<file path="config.mk">
export PLATFORM = sky130hd
export DESIGN_NAME = smartcard_count_parity_ctl
export DESIGN_NICKNAME = d
export VERILOG_FILES = /design/src/smartcard_pkg.sv /design/src/clk_divider.sv /design/src/smartcard_count_parity_ctl.sv
export SDC_FILE = /design/constraint.sdc
export NUM_CORES = 1
export LEC_CHECK = 0
export ABC_AREA = 1
export BUFFER_PORTS_ARGS = -buffer_cell sky130_fd_sc_hd__buf_2
export CAP_MARGIN = 20
export CORE_ASPECT_RATIO = 0.6
export CORE_MARGIN = 3
export CORE_UTILIZATION = 45
export DETAILED_ROUTE_END_ITERATION = 8
export HOLD_SLACK_MARGIN = 0.03
export PLACE_DENSITY_LB_ADDON = 0.05
export SLEW_MARGIN = 5
export SYNTH_ARGS = -nofsm -noshare
export SYNTH_HDL_FRONTEND = slang
export SYNTH_SLANG_ARGS = --single-unit
</file>
<file path="constraint.sdc">
create_clock -name mclk -period 11.6 [get_ports mclk]
set_input_delay 2.32 -clock mclk [delete_from_list [all_inputs] [get_ports mclk]]
set_output_delay 2.32 -clock mclk [all_outputs]
set_load 0.01 [all_outputs]
</file>
<file path="src/smartcard_pkg.sv">
// constants shared by the smart card count, parity and divider block
package smartcard_pkg;
    // instance bases
    localparam logic [31:0] base_first  = 32'hffff0100;
    localparam logic [31:0] base_second = 32'hffff0200;
    // register offsets from the instance base
    localparam logic [11:0] off_line_ctl  = 12'h00c;
    localparam logic [11:0] off_global    = 12'h018;
    localparam logic [11:0] off_rev_dly   = 12'h024;
    localparam logic [11:0] off_clk_div   = 12'h028;
    localparam logic [11:0] off_tx_count  = 12'h02c;
    localparam logic [11:0] off_pe_thr    = 12'h030;
    localparam logic [11:0] off_rx_thr    = 12'h034;
    localparam logic [11:0] off_par_auto  = 12'h038;
    localparam logic [11:0] off_int_stat  = 12'h044;
    localparam logic [11:0] off_int_en    = 12'h048;
    // plain storage registers, slot order matters
    localparam int          plain_slots   = 13;
    localparam int          slot_select   = 12;
    localparam logic [11:0] plain_offs [plain_slots] = '{
        12'h024, 12'h040, 12'h04c, 12'h060, 12'h064, 12'h068, 12'h06c,
        12'h070, 12'h074, 12'h078, 12'h07c, 12'h080, 12'h284};
    localparam logic [31:0] plain_masks [plain_slots] = '{
        32'h000000ff, 32'hffffffff, 32'hffffffff, 32'hffffffff,
        32'hffffffff, 32'hffffffff, 32'hffffffff, 32'hffffffff,
        32'hffffffff, 32'hffffffff, 32'hffffffff, 32'hffffffff,
        32'hffffffff};
    // field positions
    localparam int div_width       = 8;
    localparam int cnt_width       = 16;
    localparam int par_auto_en_bit = 8;
    localparam int fixed_par_bit   = 5;
    localparam int dir_bit         = 0;
    localparam int sw_reset_bit    = 1;
    localparam int auto_turn_bit   = 2;
    localparam int turn_en_bit     = 13;
    localparam int tx_sent_bit     = 13;
    localparam int rx_hit_bit      = 14;
    localparam int pe_hit_bit      = 7;
    // reset values
    localparam logic [31:0] rst_plain   = 32'h00000000;
    localparam logic [15:0] rst_div     = 16'h0000;
    localparam logic [15:0] rst_count   = 16'h0000;
    localparam logic [15:0] rst_int_en  = 16'h0000;
    localparam logic [15:0] rst_status  = 16'h0000;
    localparam logic [7:0]  rst_pattern = 8'h00;
    localparam logic        rst_dir     = 1'b1;
endpackage

</file>
<file path="src/clk_divider.sv">
// programmable clock divider, output toggles every div+1 cycles
`timescale 1ns/100ps
`default_nettype none
module clk_divider (
    // clock and reset
    input  wire logic       mclk,
    input  wire logic       rst,
    // divide value
    input  wire logic [7:0] div,
    // divided clock
    output logic            clk_q
);
    logic [7:0] cnt_q;  // cycles since last toggle

    // count to the divide value then toggle
    always_ff @(posedge mclk) begin
        if (rst) begin
            cnt_q <= 8'h00;
            clk_q <= 1'b0;
        end else if (cnt_q >= div) begin
            // >= so a smaller new value never runs the count through 255
            cnt_q <= 8'h00;
            clk_q <= ~clk_q;
        end else begin
            cnt_q <= cnt_q + 8'h01;
        end
    end
endmodule
`default_nettype wire

</file>
<file path="src/smartcard_count_parity_ctl.sv">
// transfer counts, parity autodetect and clock dividers of the card uart
//////////////////////////////////////////////////////////////////////////
//////////////////////////////////////////////////////////////////////////
//
// Added by the designer: the address-and-strobe port.
`timescale 1ns/100ps
`default_nettype none
module smartcard_count_parity_ctl #(
    parameter bit second_instance = 1'b0  // selects the upper base
) (
    // clock and reset
    input  wire logic        mclk,
    input  wire logic        rst,
    // register port
    input  wire logic [31:0] addr,
    input  wire logic [31:0] wdata,
    input  wire logic        wr_stb,
    input  wire logic        rd_stb,
    output logic      [31:0] rdata,
    // character events from the uart core
    input  wire logic        char_sent,
    input  wire logic        char_rcvd,
    input  wire logic        rx_parity_err,
    input  wire logic [7:0]  rx_data,
    // line state
    output logic             line_direction,
    output logic             parity_sense,
    output logic             tx_complete,
    // count interrupts
    output logic             rx_count_irq,
    output logic             parity_irq,
    // divided clocks
    output logic             card_clk,
    output logic             front_end_clk
);
    localparam logic [31:0] base = second_instance ?
        smartcard_pkg::base_second : smartcard_pkg::base_first;

    //////////////////////////////////////////////////////////////////////
    // address decode
    logic [11:0] off;       // offset from the instance base
    logic        in_range;  // address falls in this instance
    logic        wr;        // qualified write
    logic        rd;        // qualified read

    assign off      = addr[11:0] - base[11:0];
    assign in_range = (addr[31:12] == base[31:12]) && (addr[11:0] >= base[11:0]);
    assign wr       = wr_stb && in_range;
    assign rd       = rd_stb && in_range;

    logic wr_glb;   // global control write
    logic wr_apar;  // autodetect write
    logic wr_ien;   // interrupt enable write
    logic rd_ist;   // status read, clears flags

    assign wr_glb  = wr && (off == smartcard_pkg::off_global);
    assign wr_apar = wr && (off == smartcard_pkg::off_par_auto);
    assign wr_ien  = wr && (off == smartcard_pkg::off_int_en);
    assign rd_ist  = rd && (off == smartcard_pkg::off_int_stat);

    //////////////////////////////////////////////////////////////////////
    // configuration registers
    logic [15:0] div_q;      // both divide values
    logic [15:0] ntx_q;      // transmit count
    logic [15:0] npe_q;      // parity error threshold
    logic [15:0] nrx_q;      // receive threshold
    logic [15:0] ie_q;       // interrupt enables
    logic        ctl_par_q;  // fixed parity select
    logic        auto_q;     // auto turnaround enable
    logic        apar_en_q;  // parity autodetect enable
    logic [7:0]  pat_q;      // expected first byte

    // software written settings
    always_ff @(posedge mclk) begin
        if (rst) begin
            div_q     <= smartcard_pkg::rst_div;
            ntx_q     <= smartcard_pkg::rst_count;
            npe_q     <= smartcard_pkg::rst_count;
            nrx_q     <= smartcard_pkg::rst_count;
            ie_q      <= smartcard_pkg::rst_int_en;
            ctl_par_q <= 1'b0;
            auto_q    <= 1'b0;
            apar_en_q <= 1'b0;
            pat_q     <= smartcard_pkg::rst_pattern;
        end else if (wr) begin
            case (off)
                smartcard_pkg::off_clk_div:  div_q <= wdata[15:0];
                smartcard_pkg::off_tx_count: ntx_q <= wdata[15:0];
                smartcard_pkg::off_pe_thr:   npe_q <= wdata[15:0];
                smartcard_pkg::off_rx_thr:   nrx_q <= wdata[15:0];
                smartcard_pkg::off_int_en:   ie_q  <= wdata[15:0];
                smartcard_pkg::off_line_ctl: ctl_par_q <= wdata[smartcard_pkg::fixed_par_bit];
                smartcard_pkg::off_global:   auto_q <= wdata[smartcard_pkg::auto_turn_bit];
                smartcard_pkg::off_par_auto: begin
                    apar_en_q <= wdata[smartcard_pkg::par_auto_en_bit];
                    pat_q     <= wdata[7:0];
                end
                default: ;  // other offsets hold elsewhere
            endcase
        end
    end

    // plain storage for registers owned by other sections
    logic [31:0] store_q [smartcard_pkg::plain_slots];

    always_ff @(posedge mclk) begin
        for (int i = 0; i < smartcard_pkg::plain_slots; i++) begin
            if (rst) begin
                store_q[i] <= smartcard_pkg::rst_plain;
            end else if (wr && off == smartcard_pkg::plain_offs[i] &&
                         (i != smartcard_pkg::slot_select || second_instance)) begin
                store_q[i] <= wdata & smartcard_pkg::plain_masks[i];
            end
        end
    end

    //////////////////////////////////////////////////////////////////////
    // soft reset and line direction
    logic swrst_q;  // one cycle soft reset pulse
    logic dir_q;    // one receives, zero transmits
    logic dir_d;
    logic turn;     // automatic switch to receive
    logic cnt_clr;  // counter clear

    logic [15:0] tx_cnt_q;  // characters sent so far
    logic [15:0] rx_cnt_q;  // characters received so far
    logic [15:0] pe_cnt_q;  // parity errors so far
    logic        tx_hit;
    logic        rx_ev;
    logic        rx_hit;
    logic        pe_ev;
    logic        pe_hit;

    // self clearing, so the bit always reads back zero
    always_ff @(posedge mclk) begin
        if (rst) begin
            swrst_q <= 1'b0;
        end else begin
            swrst_q <= wr_glb && wdata[smartcard_pkg::sw_reset_bit];
        end
    end

    assign tx_hit = char_sent && !dir_q && (tx_cnt_q == ntx_q);
    // char_sent marks the end of the second stop bit
    assign turn   = tx_hit && auto_q && ie_q[smartcard_pkg::turn_en_bit];

    // software write wins over the automatic switch
    always_comb begin
        dir_d = dir_q;
        if (wr_glb) begin
            dir_d = wdata[smartcard_pkg::dir_bit];
        end else if (turn) begin
            dir_d = 1'b1;
        end
    end

    always_ff @(posedge mclk) begin
        if (rst) begin
            dir_q <= smartcard_pkg::rst_dir;
        end else begin
            dir_q <= dir_d;
        end
    end

    assign cnt_clr = swrst_q || (dir_d != dir_q);

    //////////////////////////////////////////////////////////////////////
    // character counters
    assign rx_ev  = char_rcvd && dir_q;
    assign rx_hit = rx_ev && (rx_cnt_q == nrx_q);
    assign pe_ev  = rx_parity_err && dir_q;
    assign pe_hit = pe_ev && (pe_cnt_q == npe_q);

    // transmit count restarts after each finished sequence
    always_ff @(posedge mclk) begin
        if (rst || cnt_clr) begin
            tx_cnt_q <= smartcard_pkg::rst_count;
        end else if (tx_hit) begin
            tx_cnt_q <= smartcard_pkg::rst_count;
        end else if (char_sent && !dir_q) begin
            tx_cnt_q <= tx_cnt_q + 16'h0001;
        end
    end

    // receive count, kept running even with the flag disabled
    always_ff @(posedge mclk) begin
        if (rst || cnt_clr) begin
            rx_cnt_q <= smartcard_pkg::rst_count;
        end else if (rx_hit) begin
            rx_cnt_q <= smartcard_pkg::rst_count;
        end else if (rx_ev) begin
            rx_cnt_q <= rx_cnt_q + 16'h0001;
        end
    end

    // parity error count
    always_ff @(posedge mclk) begin
        if (rst || cnt_clr) begin
            pe_cnt_q <= smartcard_pkg::rst_count;
        end else if (pe_hit) begin
            pe_cnt_q <= smartcard_pkg::rst_count;
        end else if (pe_ev) begin
            pe_cnt_q <= pe_cnt_q + 16'h0001;
        end
    end

    //////////////////////////////////////////////////////////////////////
    // status flags, set wins over the read clear
    logic [15:0] st_q;
    logic [15:0] st_set;
    logic [15:0] st_clr;

    always_comb begin
        st_set = 16'h0000;
        st_clr = 16'h0000;
        st_set[smartcard_pkg::rx_hit_bit]  = rx_hit && ie_q[smartcard_pkg::rx_hit_bit];
        st_set[smartcard_pkg::pe_hit_bit]  = pe_hit;
        // the automatic turnaround wipes the sent flag, even its own last set
        st_set[smartcard_pkg::tx_sent_bit] = char_sent && !dir_q && !turn;
        if (rd_ist) begin
            st_clr = 16'hffff;
        end
        st_clr[smartcard_pkg::tx_sent_bit] = rd_ist || turn;
    end

    always_ff @(posedge mclk) begin
        if (rst || swrst_q) begin
            st_q <= smartcard_pkg::rst_status;
        end else begin
            st_q <= (st_q & ~st_clr) | st_set;
        end
    end

    // registered completion pulse and count interrupt outputs
    always_ff @(posedge mclk) begin
        if (rst) begin
            tx_complete  <= 1'b0;
            rx_count_irq <= 1'b0;
            parity_irq   <= 1'b0;
        end else begin
            tx_complete  <= tx_hit;
            rx_count_irq <= st_q[smartcard_pkg::rx_hit_bit] && ie_q[smartcard_pkg::rx_hit_bit];
            parity_irq   <= st_q[smartcard_pkg::pe_hit_bit] && ie_q[smartcard_pkg::pe_hit_bit];
        end
    end

    assign line_direction = dir_q;

    //////////////////////////////////////////////////////////////////////
    // parity convention
    logic par_q;    // parity in use
    logic first_q;  // first answer byte already judged

    // a change of the fixed bit mid detection is not tracked
    always_ff @(posedge mclk) begin
        if (rst) begin
            par_q   <= 1'b0;
            first_q <= 1'b0;
        end else if (!apar_en_q || swrst_q || wr_apar) begin
            par_q   <= ctl_par_q;
            first_q <= 1'b0;
        end else if (rx_ev && !first_q) begin
            first_q <= 1'b1;
            par_q   <= (rx_data == pat_q) ? ctl_par_q : ~ctl_par_q;
        end
    end

    assign parity_sense = par_q;

    //////////////////////////////////////////////////////////////////////
    // read data, one cycle after the strobe
    logic [31:0] rd_d;

    always_comb begin
        rd_d = 32'h00000000;
        case (off)
            smartcard_pkg::off_clk_div:  rd_d[15:0] = div_q;
            smartcard_pkg::off_tx_count: rd_d[15:0] = ntx_q;
            smartcard_pkg::off_pe_thr:   rd_d[15:0] = npe_q;
            smartcard_pkg::off_rx_thr:   rd_d[15:0] = nrx_q;
            smartcard_pkg::off_int_en:   rd_d[15:0] = ie_q;
            smartcard_pkg::off_int_stat: rd_d[15:0] = st_q;
            smartcard_pkg::off_line_ctl: rd_d[smartcard_pkg::fixed_par_bit] = ctl_par_q;
            smartcard_pkg::off_global: begin
                rd_d[smartcard_pkg::dir_bit]       = dir_q;
                rd_d[smartcard_pkg::auto_turn_bit] = auto_q;
            end
            default: ;  // write only and unmapped read zero
        endcase
        for (int i = 0; i < smartcard_pkg::plain_slots; i++) begin
            if (off == smartcard_pkg::plain_offs[i]) begin
                rd_d = store_q[i];
            end
        end
    end

    always_ff @(posedge mclk) begin
        if (rst) begin
            rdata <= 32'h00000000;
        end else if (rd) begin
            rdata <= rd_d;
        end else begin
            rdata <= 32'h00000000;
        end
    end

    //////////////////////////////////////////////////////////////////////
    // clock dividers, slot 0 card, slot 1 front end
    logic [1:0] div_clk;

    for (genvar g = 0; g < 2; g++) begin : g_div
        clk_divider u_div (
            .mclk  (mclk),
            .rst   (rst),
            .div   (div_q[g*smartcard_pkg::div_width +: smartcard_pkg::div_width]),
            .clk_q (div_clk[g])
        );
    end

    assign card_clk      = div_clk[0];
    assign front_end_clk = div_clk[1];
endmodule
`default_nettype wire

</file>
# == After elaboration in Yosys (flattened, before gate mapping) ==
# Memories as Yosys holds them, arrays and structs flattened.
# Cells that the tools add are included.
# word_totals
reg_bits,212
ram_bits,416
in_bits,79
elab_cells,215
n_memories,1
# mem_list
name,depth,word_bits,rd,rd_ports_with_merged_regs,write_ports,line_no,rtl
store_q,13,32,13,0,13,smartcard_count_parity_ctl.sv:104,logic [31:0] store_q [smartcard_pkg::plain_slots];
# op_classes
add_sub_neg,6
order_cmp,3
eq_ne,28
muxes,75
bitwise_logic,19
reduce_logical,58
# op_table
operator,n
$mux W32,25
$eq A12 B7 Y1 const B,12
$eq A12 B6 Y1 const B,6
$pmux W10 S6,1
$add A16 B1 Y16 const B,3
$eq A16 B16 Y1,3
$mux W1,43
$logic_and A1 B1 Y1,32
$pmux W1 S7,3
$eq A20 B20 Y1 const B,1
$add A8 B1 Y8 const B,2
$and A16 B16 Y16,1
$ge A8 B8 Y1,2
$mux W16,1
$not A16 Y16,1
$or A16 B15 Y16,1
$reduce_and A2 Y1,8
$reduce_or A2 Y1,7
$eq A12 B10 Y1 const B,1
$eq A12 B4 Y1 const B,1
$eq A12 B5 Y1 const B,1
$eq A12 B8 Y1 const B,1
$ge A12 B9 Y1 const B,1
$or A1 B1 Y1,12
9 further kinds,20

# == Longest topological paths before layout ==
# logic_depth
depth_word,16
ltp_mapped,26
depth_no_buf,26

# == Modules after synthesis ==
# Synthesis repeated with hierarchy kept, for this count alone.
# unflattened
hier_cells,2657
hier_area_um2,24885.1
# modules_own_cells
mod,n_inst,cells_each,area_each_um2
smartcard_count_parity_ctl,1,2501,23681.5
clk_divider,2,78,601.8

# == Least setup slack after synthesis ==
# No wires, ideal clock.
# synth_path
path_kind,input-to-reg
from,input port addr[10]
to,memory store_q[9][0] (netlist: store_q[1][32]) (enable)
setup_time_ns,0.466
t_arrival_ns,5.922
required_ns,11.134
slack_ns,5.212
stages,7
n_path_buf,2
cell_sequence,nor2_4 nand2_2 buf_2 nor3_2 clkbuf_1 inv_1 o21ai_0
# synth_rtl
element,line_no,rtl
"start, declared",smartcard_count_parity_ctl.sv:15,"input wire logic [31:0] addr,"
"end, declared",smartcard_count_parity_ctl.sv:104,

# == Final worst setup path ==
# layout_path
from,input port addr[12]
to,register npe_q[7]
# layout_via
elab_chain_len,4
# layout_lines
element,line_no,rtl
$eq A20 B20 Y1,smartcard_count_parity_ctl.sv:47,assign in_range = (addr[31:12] == base[31:12]) && (addr[11:0] >= base[11:0]);
$logic_and A1 B1 Y1,smartcard_count_parity_ctl.sv:47,
$logic_and A1 B1 Y1,smartcard_count_parity_ctl.sv:48,assign wr = wr_stb && in_range;
$reduce_and A2 Y1 (no source line),-,
"end signal, assigned",smartcard_count_parity_ctl.sv:78,npe_q <= smartcard_pkg::rst_count;
"end signal, assigned",smartcard_count_parity_ctl.sv:89,smartcard_pkg::off_pe_thr: npe_q <= wdata[15:0];
"end, declared",smartcard_count_parity_ctl.sv:65,logic [15:0] npe_q;
# No other way between the ends.
# A chain may end at the register's enable or synchronous reset.

==> metrics.txt <==
CTS resizes=0; crit path cell chain=buf_2 -> nor2_1 -> nand3_1 -> nor4_2 -> nand4_1 -> nor2_2 -> inv_2 -> nor2_1 -> buf_4 -> o21ai_0 -> a21oi_1; Final Hold Fails=0; setup violators final=0; area of the die=a little under 60000 sq um; synth unique cells=51; crit share post-route=between 40% and 50%; hold_buf cts=0; utilization after layout=between 50% and 60%; Slew Limit Fails=0; Clock transition at path regs=around 0.070 ns; combinational share of power=~3.6%; worst hold slack=around 0.45 ns; ys flop type=edfxtp_1; Max Cap Viol=0; Leakage=around 11 nW; fin crit period=around 5.2 ns; setup ws final=6.45 ns; CP Launch Type=input port; drt pass-1 iters=6; Crit. End Element=register; layout cells sized above 1=roughly an eighth; Sw Pwr=0.000927 W; CP max FO=24; pin count of the biggest net entering global routing=between 60 and 70; diode count=0; clk_lat worst skew=around 0.6 ns; CTS Buf Count=54; GRT Overall Usage=approximately 29%; Post-Syn Instances=2584; antenna violations before repair=2; clk root buf=clkbuf_16; sequential area share after synthesis=61.0%; DR vias=approximately 20000; Avg WL per Cell=roughly 24 um; Async SR Flop Fraction=0%; skew final=slightly above 0.009 ns; number of buffers and inverters on the critical path=3; first-pass GRT wire length=between 100000 and 150000 um; drt total wl=about 83000 um; Most common cell on crit path=nor2_1; number of flops mapped to enable cells by yosys=360; Peak VDD IR=0.120 mV; kind of critical path=input port to register; vias in the first global route=between 15000 and 20000; Clock Power Share=between 40% and 50%; worst min-delay path class=register to register; worst slew margin relative to its limit=approximately a quarter; initial core utilization=a little under half; GRT Residual Overflow=0; drt drc=0; Worst EP required=roughly 12 ns; Avg Cell Area, Syn=9.55 sq um; Warnings, synthesis=0; fill count=around 4800; clock tree sinks=572; flops & latches, synth=572; Critical Path Slowest Stage Cell=nor2_1; CP top delay family=simple AND/OR/NAND/NOR gates; ANT nets after route=0; Nets=about 2800; setup_tns=0 ns; row count=65; switching share of power=between 20% and 30%; Final GP Congestion=0.965; worst path arrival time=approximately 5.7 ns; CTS tree=done; Synth Cell Area=roughly 25000 sq um; IO Count=between 100 and 150; die width=just over 300 um; pre-CTS WS=around 5.7 ns; Power Density=around 150 nW/um^2; maximum clock rate=about 190 MHz; Reg power frac=54.2%; Initial DRC Count=approximately 2900; Worst path max stage delay=0.63 ns; Longest Clk Path Bufs=3; Tightest Pin Transition=1.10 ns; Mapped Nets=2684; die height=~190 um; Syn-to-layout area delta=13.3%; H-tree depth=2; post-CTS setup buffers=0; PortBufs=about 120; hpwl dp=roughly 56000 um; via density per instance=5.74; Core Region=53400 sq um; status=complete, no violations; RSZ-0062 raised after global routing=no; P_int=around 0.0032 W
-- per-stage QoR --
stage	instances	power, W	area [sq um]
6_report	3414	0.00413	28000
5_1_grt	3414	0.00425	28000
4_1_cts	3409	0.00415	27900
3_5_place_dp	3307	0.00243	26200
3_3_place_gp	3301	0.00242	26000
2_1_floorplan	2584	0.00235	24700
-- power by group through the flow --
stage | combinational [W] | clock, W | sequential, W
final | 0.000147 | 0.00175 | 0.00224
after CTS | 0.000142 | 0.00176 | 0.00224
after detailed placement | 0.000142 | 0 | 0.00229
after global placement | 0.000135 | 0 | 0.00228
after floorplan | 0.0000678 | 0 | 0.00228
after global routing | 0.000156 | 0.00185 | 0.00225
-- layout by cell type, fill, tap and decap left out, drive strengths merged, types with 2 or more instances in the layout --
cell and n:
a211oi 6, a21oi 182, a221oi 37, a22o 14
a31oi 8, buf 157, bufinv 2, clkbuf 77
clkinv 32, clkinvlp 2, dfxtp 212, edfxtp 360
ha 21, inv 219, nand2 365, nand3 64
nand3b 4, nand4 92, nor2 537, nor3 40
nor3b 5, nor4 13, o2111ai 3, o211ai 8
o21a 2, o21ai 137, o22ai 28, or2 17
or3 2, xnor2 19, xor2 42
-- cells by family after synthesis --
family | count (synthesis) | synth area share, %
AND/OR/NAND/NOR | 1141 | 20.2
buffers and inverters | 362 | 5.69
AO/OA/AOI/OAI | 427 | 9.86
flip-flops | 572 | 61.0
adder cells (fa/ha/maj) | 21 | 1.06
XOR/XNOR | 61 | 2.16
-- area by class of cell --
cell class / count / area, sq um / area share [%]
well taps: 703 / 880 / 3.14
clock inverters: 25 / 171 / 0.613
clock buffers: 77 / 1520 / 5.44
inverters: 230 / 868 / 3.10
flip-flops and latches: 572 / 15100 / 53.8
repair buffers: 157 / 1050 / 3.77
multi-input cells: 1650 / 8430 / 30.1
-- state kept, by name, indices dropped and copies added (netlist names) --
signal             count
st_q                  16
rx_cnt_q              16
parity_irq             1
pe_cnt_q              16
line_direction         1
rx_count_irq           1
g_div.u_div.cnt_q     16
nrx_q                 16
rdata                 32
parity_sense           1
first_q                1
g_div.u_div.clk_q      2
pat_q                  8
ntx_q                 16
tx_complete            1
ie_q                  16
ctl_par_q              1
auto_q                 1
npe_q                 16
store_q              360
swrst_q                1
tx_cnt_q              16
apar_en_q              1
div_q                 16
-- Yosys cell counts (all sizes together) (14+ instances only) --
cell type,n,area share [%]
o21ai,137,2.8
nand4,92,2.3
inv,219,3.3
a22o,14,0.50
ha,21,1.1
dfxtp,212,17
a221oi,37,1.3
nor3,40,1.1
edfxtp,360,44
xnor2,19,0.67
nand2,365,5.6
xor2,42,1.5
clkbuf,111,1.7
nand3,64,1.5
nor2,537,8.5
a21oi,182,3.7
or2,17,0.43
o22ai,28,0.71
buf,21,0.49
-- path summary, 6_finish.rpt --
check	from	endpoint	slack (ns)	cells past startpoint
worst min-delay path	st_q[0]	st_q[0]	0.45	2
worst min register to register	st_q[0]	st_q[0]	0.45	2
worst max register to register	nrx_q[9]	rdata[9]	8.52	10
worst max-delay path	addr[12]	npe_q[7]	6.45	11
-- metal layers --
layer	vias up	GRT usage, %	part of all wire (%)
li1	8939	-	-
met1	9531	44.8	46
met2	1029	35.5	37
met3	99	12.7	15
met4	4	4.71	1.6
met5	-	2.74	0.26
-- worst reg2reg max path: cells and delay by family, from the launching register on --
family	cells	cell delay, ns
AOI/OAI and AO/OA	4	1.66
buffers and inverters	2	0.24
DFF	1	0.33
and+or+nand+nor	4	0.75
Power figures use the tool's default switching activity.
